<file path="src/hdl/excl_ctrl_pkg.sv">
// Package for the exclusive-control arbiter: reply codes, timing, command events.
// Assumes a 40 MHz core clock shared by the RF and serial front ends.
package excl_ctrl_pkg;

    localparam int          CLK_MHZ         = 40;
    localparam int          REISSUE_NS      = 1000;
    // Least time, rounded up to whole cycles.
    localparam int          REISSUE_CYCLES  = (REISSUE_NS * CLK_MHZ + 999) / 1000;
    localparam logic [7:0]  CODE_ERROR      = 8'h06;
    localparam logic [7:0]  CODE_IRQ        = 8'hFE;
    localparam logic        ROUTE_TX        = 1'b1;
    localparam int          WAIT_W          = 16;

    typedef enum logic [1:0] {
        REPLY_NONE,
        REPLY_BUSY,
        REPLY_ERROR
    } reply_type;

    // Command event from the host serial front end.
    typedef struct packed {
        logic start;     // First byte of a host command seen.
        logic done;      // Command reception finished.
        logic isPoll;    // Command is the host poll command.
        logic isReply;   // Command is the host reply command.
        logic badCheck;  // Parity or checksum fault.
    } host_cmd_type;

    // Command event from the RF front end.
    typedef struct packed {
        logic start;     // Reader command begins.
        logic isTunnel;  // Command is a tunnel command.
        logic rspEnd;    // Device response to the reader finished.
    } rf_cmd_type;

endpackage

</file>
<file path="src/hdl/excl_ctrl.sv">
// Exclusive-control arbiter between the RF reader and a serial host.
// Assumes front ends deliver one-cycle event pulses on sys_clk, and that
// the carrier detect pin is asynchronous and must be synchronised here.
// Function
// RULE1 - Lock out other commands during active mode
// RULE2 - Lockout from command start to response end
// RULE3 - Tunnel lockout spans reader command to reply
// RULE4 - Faulty host command during lockout gets 0x06
// RULE5 - Unimplemented host command gets BUSY
// RULE6 - RF active: host gets BUSY or 0x06
// RULE7 - Serial active: reader commands get no reply
// RULE8 - Tunnel poll/reply pending: host gets silence
// RULE9 - UART pre-IRQ host command: BUSY, IRQ after wait
// RULE10 - UART post-IRQ: BUSY unless host poll
// RULE11 - Clocked pre-IRQ: BUSY, IRQ reissued after 1us
// RULE12 - Clocked post-IRQ: BUSY unless host poll
// RULE13 - Route select 1: IRQ sends 0xFE on TX
// RULE14 - Host pads unknown length to 256 bytes
// RULE15 - Clocked, no poll wait: only count retries
// RULE16 - First relay state: repeat IRQ on UART only
// RULE17 - Carrier loss returns to idle
`timescale 1ns/1ps
`default_nettype none
module excl_ctrl
    import excl_ctrl_pkg::*;
#(
    parameter int RETRY_W = 8
) (
    input  wire logic                       sys_clk,
    input  wire logic                       rst_b,
    input  wire logic                       uartSel,
    input  wire logic                       irq_route_select,
    input  wire logic [excl_ctrl_pkg::WAIT_W-1:0] async_wait_time,
    input  wire logic                       poll_wait_time,
    input  wire logic                       carrierPin,
    input  wire excl_ctrl_pkg::host_cmd_type hostCmd,
    input  wire logic                       hostRspEnd,
    input  wire excl_ctrl_pkg::rf_cmd_type  rfCmd,
    input  wire logic                       tunnelRxDone,
    input  wire logic                       txIdle,
    output excl_ctrl_pkg::reply_type        hostReply,
    output logic                            hostAccept,
    output logic                            rfAccept,
    output logic                            irqPin,
    output logic                            irqTxStart,
    output logic [7:0]                      irqTxCode,
    output logic [RETRY_W-1:0]              poll_retry_count,
    output logic                            lockActive
);
    import excl_ctrl_pkg::*;

    // Reissue bound for checking: timer expiry, output register and one spare cycle.
    localparam int REISSUE_LIM = REISSUE_CYCLES + 3;

    typedef enum logic [2:0] {
        S_IDLE,
        S_RF,
        S_SERIAL,
        S_TUN_RX,
        S_RELAY_FIRST,
        S_TUN_HOST,
        S_TUN_RSP
    } state_type;

    state_type          state_q;
    logic               carMeta_q;
    logic               carSync_q;
    logic               busyReplied_q;
    reply_type          reply_q;
    logic               irqPin_q;
    logic               irqTx_q;
    logic [RETRY_W-1:0] retry_q;
    logic               reissueLoad;
    logic               reissueExp;
    logic               asyncLoad;
    logic               asyncExp;
    logic               irqFire;
    logic               cancelTimers;
    logic [WAIT_W-1:0]  reissueCount;

    // Reply code for a locked-out host command; a fault outranks BUSY.
    function automatic reply_type lockReply(input logic bad);
        return bad ? REPLY_ERROR : REPLY_BUSY; // [RULE4] [RULE5]
    endfunction

    // Carrier detect arrives from the analog front end, so two flops first.
    always_ff @(posedge sys_clk) begin
        if (!rst_b) begin
            carMeta_q <= 1'b0;
            carSync_q <= 1'b0;
        end else begin
            carMeta_q <= carrierPin;
            carSync_q <= carMeta_q;
        end
    end

    assign cancelTimers = !carSync_q;
    assign reissueCount = WAIT_W'(REISSUE_CYCLES);

    // UART path: interrupt waits for the configured asynchronous wait.
    wait_timer #(.W(WAIT_W)) asyncTimer (
        .sys_clk (sys_clk),
        .rst_b   (rst_b),
        .load    (asyncLoad),
        .cancel  (cancelTimers),
        .count   (async_wait_time),
        .expired (asyncExp),
        .running ()
    );

    // Clocked path: interrupt is reissued shortly after the BUSY reply.
    wait_timer #(.W(WAIT_W)) reissueTimer (
        .sys_clk (sys_clk),
        .rst_b   (rst_b),
        .load    (reissueLoad),
        .cancel  (cancelTimers),
        .count   (reissueCount),
        .expired (reissueExp),
        .running ()
    );

    // A host command that lands before the interrupt, or on UART in the first relay state, arms the right timer.
    always_comb begin
        asyncLoad   = 1'b0;
        reissueLoad = 1'b0;
        if (state_q == S_TUN_RX && busyReplied_q && hostRspEnd) begin
            asyncLoad   = uartSel;  // [RULE9]
            reissueLoad = !uartSel; // [RULE11]
        end
        if (state_q == S_RELAY_FIRST && uartSel && hostRspEnd) begin
            asyncLoad = 1'b1; // [RULE16]
        end
    end

    // Interrupt raised at tunnel reception, after a pre-IRQ BUSY, or after a reply on UART in the first relay state. On the
    // clocked link with no poll wait pending, the interrupt is suppressed.
    always_comb begin
        irqFire = 1'b0;
        if (state_q == S_TUN_RX && tunnelRxDone && !busyReplied_q) begin
            irqFire = uartSel || poll_wait_time; // [RULE15]
        end
        if (asyncExp) begin
            irqFire = 1'b1; // [RULE9] [RULE16]
        end
        if (reissueExp && poll_wait_time) begin
            irqFire = 1'b1; // [RULE11] [RULE15]
        end
    end

    // Operation mode tracker; lock held from command start to response end.
    always_ff @(posedge sys_clk) begin
        if (!rst_b) begin
            state_q <= S_IDLE;
        end else if (!carSync_q) begin
            state_q <= S_IDLE; // [RULE17]
        end else begin
            unique case (state_q)
                S_IDLE: begin
                    if (rfCmd.start && rfCmd.isTunnel) begin
                        state_q <= S_TUN_RX; // [RULE3]
                    end else if (rfCmd.start) begin
                        state_q <= S_RF; // [RULE2]
                    end else if (hostCmd.start) begin
                        state_q <= S_SERIAL; // [RULE2]
                    end
                end
                S_RF: begin
                    if (rfCmd.rspEnd) begin
                        state_q <= S_IDLE; // [RULE2]
                    end
                end
                S_SERIAL: begin
                    if (hostRspEnd) begin
                        state_q <= S_IDLE; // [RULE2]
                    end
                end
                S_TUN_RX: begin
                    if (tunnelRxDone) begin
                        state_q <= S_RELAY_FIRST;
                    end
                end
                S_RELAY_FIRST: begin
                    if (hostCmd.done && !hostCmd.badCheck && hostCmd.isReply) begin
                        state_q <= S_TUN_RSP;
                    end else if (hostCmd.done && !hostCmd.badCheck && hostCmd.isPoll) begin
                        state_q <= S_TUN_HOST;
                    end
                end
                S_TUN_HOST: begin
                    if (hostRspEnd) begin
                        state_q <= S_RELAY_FIRST;
                    end
                end
                S_TUN_RSP: begin
                    if (rfCmd.rspEnd) begin
                        state_q <= S_IDLE; // [RULE3]
                    end
                end
            endcase
        end
    end

    // Remember a BUSY given before the tunnel interrupt went out.
    always_ff @(posedge sys_clk) begin
        if (!rst_b || state_q != S_TUN_RX) begin
            busyReplied_q <= 1'b0;
        end else if (hostCmd.done) begin
            busyReplied_q <= 1'b1;
        end
    end

    // Reply to host commands while locked; silence where the host's own
    // transaction already owns the link.
    always_ff @(posedge sys_clk) begin
        if (!rst_b) begin
            reply_q <= REPLY_NONE;
        end else if (hostCmd.done) begin
            unique case (state_q)
                S_RF, S_TUN_RX: reply_q <= lockReply(hostCmd.badCheck); // [RULE6] [RULE9] [RULE11]
                S_RELAY_FIRST: begin
                    if (hostCmd.isPoll && !hostCmd.badCheck) begin
                        reply_q <= REPLY_NONE;
                    end else begin
                        reply_q <= lockReply(hostCmd.badCheck); // [RULE10] [RULE12]
                    end
                end
                default: reply_q <= REPLY_NONE; // [RULE8]
            endcase
        end else begin
            reply_q <= REPLY_NONE;
        end
    end

    // Interrupt output: a pin level, or the 0xFE code on the transmitter.
    always_ff @(posedge sys_clk) begin
        if (!rst_b || !carSync_q) begin
            irqPin_q <= 1'b0;
            irqTx_q  <= 1'b0;
        end else begin
            irqTx_q <= irqFire && (irq_route_select == ROUTE_TX) && txIdle; // [RULE13]
            if (irqFire && irq_route_select != ROUTE_TX) begin
                irqPin_q <= 1'b1;
            end else if (hostCmd.start) begin
                irqPin_q <= 1'b0;
            end
        end
    end

    // Retry counter counts clocked tunnel receptions with no poll wait pending; suppressed reissues are not counted.
    always_ff @(posedge sys_clk) begin
        if (!rst_b) begin
            retry_q <= '0;
        end else if (state_q == S_TUN_RX && tunnelRxDone && !uartSel && !poll_wait_time) begin
            retry_q <= retry_q + 1'b1; // [RULE15]
        end
    end

    // Acceptance only in idle; everything else is locked out.
    assign hostAccept       = hostCmd.start && state_q == S_IDLE && !rfCmd.start; // [RULE1]
    assign rfAccept         = rfCmd.start && state_q == S_IDLE; // [RULE1] [RULE7]
    assign lockActive       = state_q != S_IDLE;
    assign hostReply        = reply_q;
    assign irqPin           = irqPin_q;
    assign irqTxStart       = irqTx_q;
    assign irqTxCode        = CODE_IRQ;
    assign poll_retry_count = retry_q;

    // Reader commands never reach the core during a serial transaction.
    a_serial_blocks_rf: assert property (@(posedge sys_clk) disable iff (!rst_b)
        state_q == S_SERIAL |-> !rfAccept) // [RULE7]
        else $error("reader accepted during serial lock");
    a_fault_gets_error: assert property (@(posedge sys_clk) disable iff (!rst_b)
        hostCmd.done && hostCmd.badCheck && state_q == S_RF && carSync_q
        |=> hostReply == REPLY_ERROR) // [RULE4]
        else $error("fault not answered with error code");
    a_rf_gives_busy: assert property (@(posedge sys_clk) disable iff (!rst_b)
        hostCmd.done && !hostCmd.badCheck && state_q == S_RF |=> hostReply == REPLY_BUSY) // [RULE6]
        else $error("host not busied during RF lock");
    a_poll_silent: assert property (@(posedge sys_clk) disable iff (!rst_b)
        hostCmd.done && (state_q == S_TUN_HOST || state_q == S_TUN_RSP)
        |=> hostReply == REPLY_NONE) // [RULE8]
        else $error("reply given during tunnel host exchange");
    a_post_irq_busy: assert property (@(posedge sys_clk) disable iff (!rst_b)
        hostCmd.done && !hostCmd.isPoll && !hostCmd.badCheck && state_q == S_RELAY_FIRST
        |=> hostReply == REPLY_BUSY) // [RULE10] [RULE12]
        else $error("non-poll command not busied after interrupt");
    a_carrier_idle: assert property (@(posedge sys_clk) disable iff (!rst_b)
        !carSync_q |=> state_q == S_IDLE) // [RULE17]
        else $error("carrier loss did not return to idle");
    a_irq_code_tx: assert property (@(posedge sys_clk) disable iff (!rst_b)
        irqTxStart |-> $past(irq_route_select) == ROUTE_TX && irqTxCode == CODE_IRQ) // [RULE13]
        else $error("interrupt code sent without route select");
    a_clocked_reissue: assert property (@(posedge sys_clk) disable iff (!rst_b)
        reissueLoad && poll_wait_time && carSync_q && txIdle
        |-> ##[1:REISSUE_LIM] (irqPin || irqTxStart || !txIdle || !carSync_q || !poll_wait_time)) // [RULE11]
        else $error("interrupt not reissued after busy reply");
    a_lock_held: assert property (@(posedge sys_clk) disable iff (!rst_b)
        state_q == S_RF && !rfCmd.rspEnd && carSync_q |=> lockActive) // [RULE2] [RULE1]
        else $error("lock dropped before response end");

    c_tunnel_seen: cover property (@(posedge sys_clk) disable iff (!rst_b)
        state_q == S_TUN_RX ##1 state_q == S_RELAY_FIRST);
    c_busy_pre_irq: cover property (@(posedge sys_clk) disable iff (!rst_b)
        asyncExp);
    c_reissue: cover property (@(posedge sys_clk) disable iff (!rst_b)
        reissueExp);
    c_retry: cover property (@(posedge sys_clk) disable iff (!rst_b)
        retry_q != '0);
endmodule
`default_nettype wire

</file>
<file path="src/hdl/wait_timer.sv">
// Down counter that pulses once a loaded wait has elapsed.
// Assumes load and the count value come from the same clock domain.
`timescale 1ns/1ps
`default_nettype none
module wait_timer #(
    parameter int W = 16
) (
    input  wire logic         sys_clk,
    input  wire logic         rst_b,
    input  wire logic         load,
    input  wire logic         cancel,
    input  wire logic [W-1:0] count,
    output logic              expired,
    output logic              running
);
    logic [W-1:0] cnt_q;
    logic         run_q;

    // Counter reloads on load; a count of zero expires after one cycle.
    always_ff @(posedge sys_clk) begin
        if (!rst_b || cancel) begin
            cnt_q <= '0;
            run_q <= 1'b0;
        end else if (load) begin
            cnt_q <= count;
            run_q <= 1'b1;
        end else if (run_q) begin
            if (cnt_q == '0) begin
                run_q <= 1'b0;
            end else begin
                cnt_q <= cnt_q - 1'b1;
            end
        end
    end

    assign expired = run_q && (cnt_q == '0) && !load && !cancel;
    assign running = run_q;
endmodule
`default_nettype wire

</file>
<file path="config.mk">
export PLATFORM = sky130hd
export DESIGN_NAME = excl_ctrl
export DESIGN_NICKNAME = d
export VERILOG_FILES = /design/src/hdl/excl_ctrl_pkg.sv /design/src/hdl/excl_ctrl.sv /design/src/hdl/wait_timer.sv
export SDC_FILE = /design/constraint.sdc
export NUM_CORES = 1
export LEC_CHECK = 0
export BUFFER_PORTS_ARGS = -buffer_cell sky130_fd_sc_hd__buf_2
export CAP_MARGIN = 10
export CORE_MARGIN = 3
export CORE_UTILIZATION = 23
export DETAILED_ROUTE_END_ITERATION = 6
export PLACE_DENSITY = 0.37
export SLEW_MARGIN = 25
export SYNTH_ARGS = -nofsm -noshare
export SYNTH_HDL_FRONTEND = slang
export SYNTH_SLANG_ARGS = --single-unit
</file>
<file path="constraint.sdc">
create_clock -name sys_clk -period 3.21 [get_ports sys_clk]
set_clock_uncertainty 0.15 [all_clocks]
set_input_delay 0.642 -clock sys_clk [delete_from_list [all_inputs] [get_ports sys_clk]]
set_output_delay 0.642 -clock sys_clk [all_outputs]
set_load 0.005 [all_outputs]
</file>
==> flow_metrics.tcl <==
set metrics [dict create \
    clk_pin_slew_ns 0.07 \
    crit_chain "or3_1 -> nor3b_1 -> buf_2" \
    multi_input_area_um2 1743 \
    synth_top_family_by_area "simple AND/OR/NAND/NOR gates" \
    min_to "carSync_q" \
    hold_path.class "flop to flop" \
    yosysTopAreaCell "dfxtp_1" \
    synth.top_cell.area_share_pct 35.56 \
    finalWorstSetupSlack_ns 0.8744 \
    antenna_found_initial 0 \
    dpl.hpwl_um 5457 \
    drtIter0Drc 133 \
    clock_latency_ns 0.30 \
    critical_path_required_ns 2.42 \
    peakVddDrop_mv 0.3302 \
    status "completed" \
    drc 0 \
    path_buf_inv 1 \
    synth_simple_gate_area_share_pct 32.18 \
    p_per_area_nw_per_um2 386.0 \
    nets 427 \
    power_w 0.001329 \
    final_cells 558 \
    dp_cells 550 \
    post_cts_buffers 0 \
    synth_cells 353 \
    place.gp.congestion 0.7170 \
    tns_ns 0 \
    synth_edf_count 0 \
    hold_buffers 0 \
    p_leak_nw 1.260 \
    cts_repair_resize_count 0 \
    die_area_um2 14120 \
    area_growth_pct 17.56 \
    start_util_pct 23.98 \
    core-area_um2 12210 \
    cts_tree "yes" \
    numClockSinks 52 \
    grt_max_degree 33 \
    routed-via-count 2741 \
    vias_per_cell 4.912 \
    grt.overflow.total 0 \
    synth-seq-area-share_pct 35.56 \
    yosys-top-cells-area "dfxtp_1, o21ai_0, or4_1" \
    io_pins 56 \
    dp_slack_ns 1.016 \
    slowest_delay_ns 0.46 \
    whs_path_depth 1 \
    crit_path_max_fanout 17 \
    synth_mux_area_share_pct 0.7265 \
    cp_slowest_cell "or3_1" \
    syn_avg_cell_area_um2 8.294 \
    wirelength_um 7668 \
    timing.fmax_mhz 428.2 \
    r2r_start "asyncTimer.cnt_q[2]" \
    max_cap_violations 0 \
    final_cell_mix "dfxtp_1, buf_2, o21ai_0, a21oi_1, or4_1" \
    tightest_slew_ns 0.6513 \
    timing_max_transition_violations_final 0 \
    cts_buffer_depth 2 \
    die_y_um 118.8 \
    ys_ff_latch 52 \
    reg2reg_depth 4 \
    rows 40 \
    htree_levels 2 \
    cp_data_arrival_time_ns 1.54 \
    fill_cells 1370 \
    holdCritStartpoint "carMeta_q" \
    seqCellArea_um2 1041 \
    ys_types 55 \
    path_class "flop to output pin" \
    ys_warn_count 0 \
    rsz0062_at_grt "false" \
    finalSetupViolations 0 \
    timing_hold_violations_final 0 \
    r2r_slack_ns 1.00 \
    cts-root-buf "clkbuf_16" \
    dieWidth_um 118.8 \
    synth_area_um2 2928 \
    synth_xor_area_share_pct 2.094 \
    grt_pass1_vias 2525 \
    cp-end-kind "output pin" \
    reg2reg_to "asyncTimer.cnt_q[9]" \
    fin_crit_ns 2.336 \
    synthAdderAreaFrac_pct 2.137 \
    dpl_cell_area_um2 3278 \
    grt_pass1_wl_um 12790 \
    first_pass_iters 4 \
    fin_crit_sh_pct 72.76 \
    drtAntennaViolNets 0 \
    io_buffer_count 47 \
    drive_gt1_share_pct 18.21 \
    antenna_cells 0 \
    max-slew-margin-rel_pct 56.03 \
    cts_buffers 5 \
    start_kind "flop" \
    synth-compound-area-share_pct 21.37 \
    ys.flop_type "dfxtp_1" \
    track_usage_pct 10.97 \
    path_delay_family "simple AND/OR/NAND/NOR gates" \
    final_common_cell "dfxtp_1" \
    async_flop_share_pct 0 \
    fin_area_um2 3442 \
    wl_per_cell_um 13.74 \
]
==> cell usage after synthesis (5+ instances only) <==
library cell  number
or2_2              6
buf_4              8
nor2_1            16
a21oi_1           23
and2_1            10
or3_1             11
nand2_1           13
or4_1             18
nand4_1            5
nor4_1            11
o31ai_1           14
clkbuf_1          12
o21ai_0           28
nand3_1           16
ha_1               5
a31oi_1           14
nand2b_1           7
dfxtp_1           52
xor2_1             6
nor3_1            12
inv_1              9
==> registers in the layout, summed over array words and instances (netlist names), 2 cells and up <==
signal,flops
reissueTimer.cnt_q,16
asyncTimer.cnt_q,16
hostReply,2
state_q,3
poll_retry_count,8
==> metrics by stage <==
step                hold WS [ns]  util [%]
finish                    0.2893     28.19
detailed placement        0.2742     26.84
CTS                       0.2919     28.19
global route              0.3121     28.19
global placement          0.2732     26.84
floorplan                 0.2619         -
==> logic make-up (layout without fill, tap and decap cells) <==
| kind of cell | count (synthesis) | count (layout) |
|---|---|---|
| mux | 2 | 2 |
| fa+ha+maj | 5 | 5 |
| compound gates | 101 | 101 |
| flops | 52 | 52 |
| xor+xnor | 7 | 7 |
| buf+inv | 35 | 66 |
| other cells | 2 | 8 |
| simple gates | 149 | 149 |
==> cell type report <==
type	instances	share of cell area (%)
clock buffers	6	3.744
clock inverters	2	1.018
inverters	9	0.9815
multi-input cells	272	50.64
repair buffers	49	7.270
flip-flops and latches	52	30.24
well taps	168	6.107
==> routing by layer <==
metal / GRT usage (%) / routed length [µm] / up-vias / part of all wire, %
li1: - / - / 1412 / -
met3: 3.039 / 407 / 8 / 5.3
met5: 0 / 0 / - / 0
met4: 3.693 / 110 / 0 / 1.4
met1: 15.57 / 3992 / 1260 / 52
met2: 15.95 / 3159 / 61 / 41
==> worst register-to-register path, delay by kind of cell (launching register included) <==
family | cells | cell delay [ns]
compound gates | 1 | 0.16
flops | 1 | 0.40
simple gates | 3 | 1.44
==> worst max-delay path by stage <==
stage | end | depth (start not counted) | slack (ns) | start
4_1_cts | hostAccept | 3 | 0.85 | state_q[1]
3_3_place_gp | asyncTimer.cnt_q[9] | 4 | 1.00 | asyncTimer.cnt_q[2]
6_report | hostAccept | 3 | 0.87 | state_q[1]
5_1_grt | hostAccept | 3 | 0.70 | state_q[1]
3_5_place_dp | asyncTimer.cnt_q[9] | 4 | 1.02 | asyncTimer.cnt_q[2]
2_1_floorplan | asyncTimer.cnt_q[3] | 7 | 1.33 | asyncTimer.cnt_q[0]
==> power by group <==
part | switching (W) | internal, W | total, W
clock network | 0.000257 | 0.000368 | 0.000625
registers | 0.00000232 | 0.000646 | 0.000648
logic | 0.0000297 | 0.0000260 | 0.0000557
(Power assumes the default switching activity.)
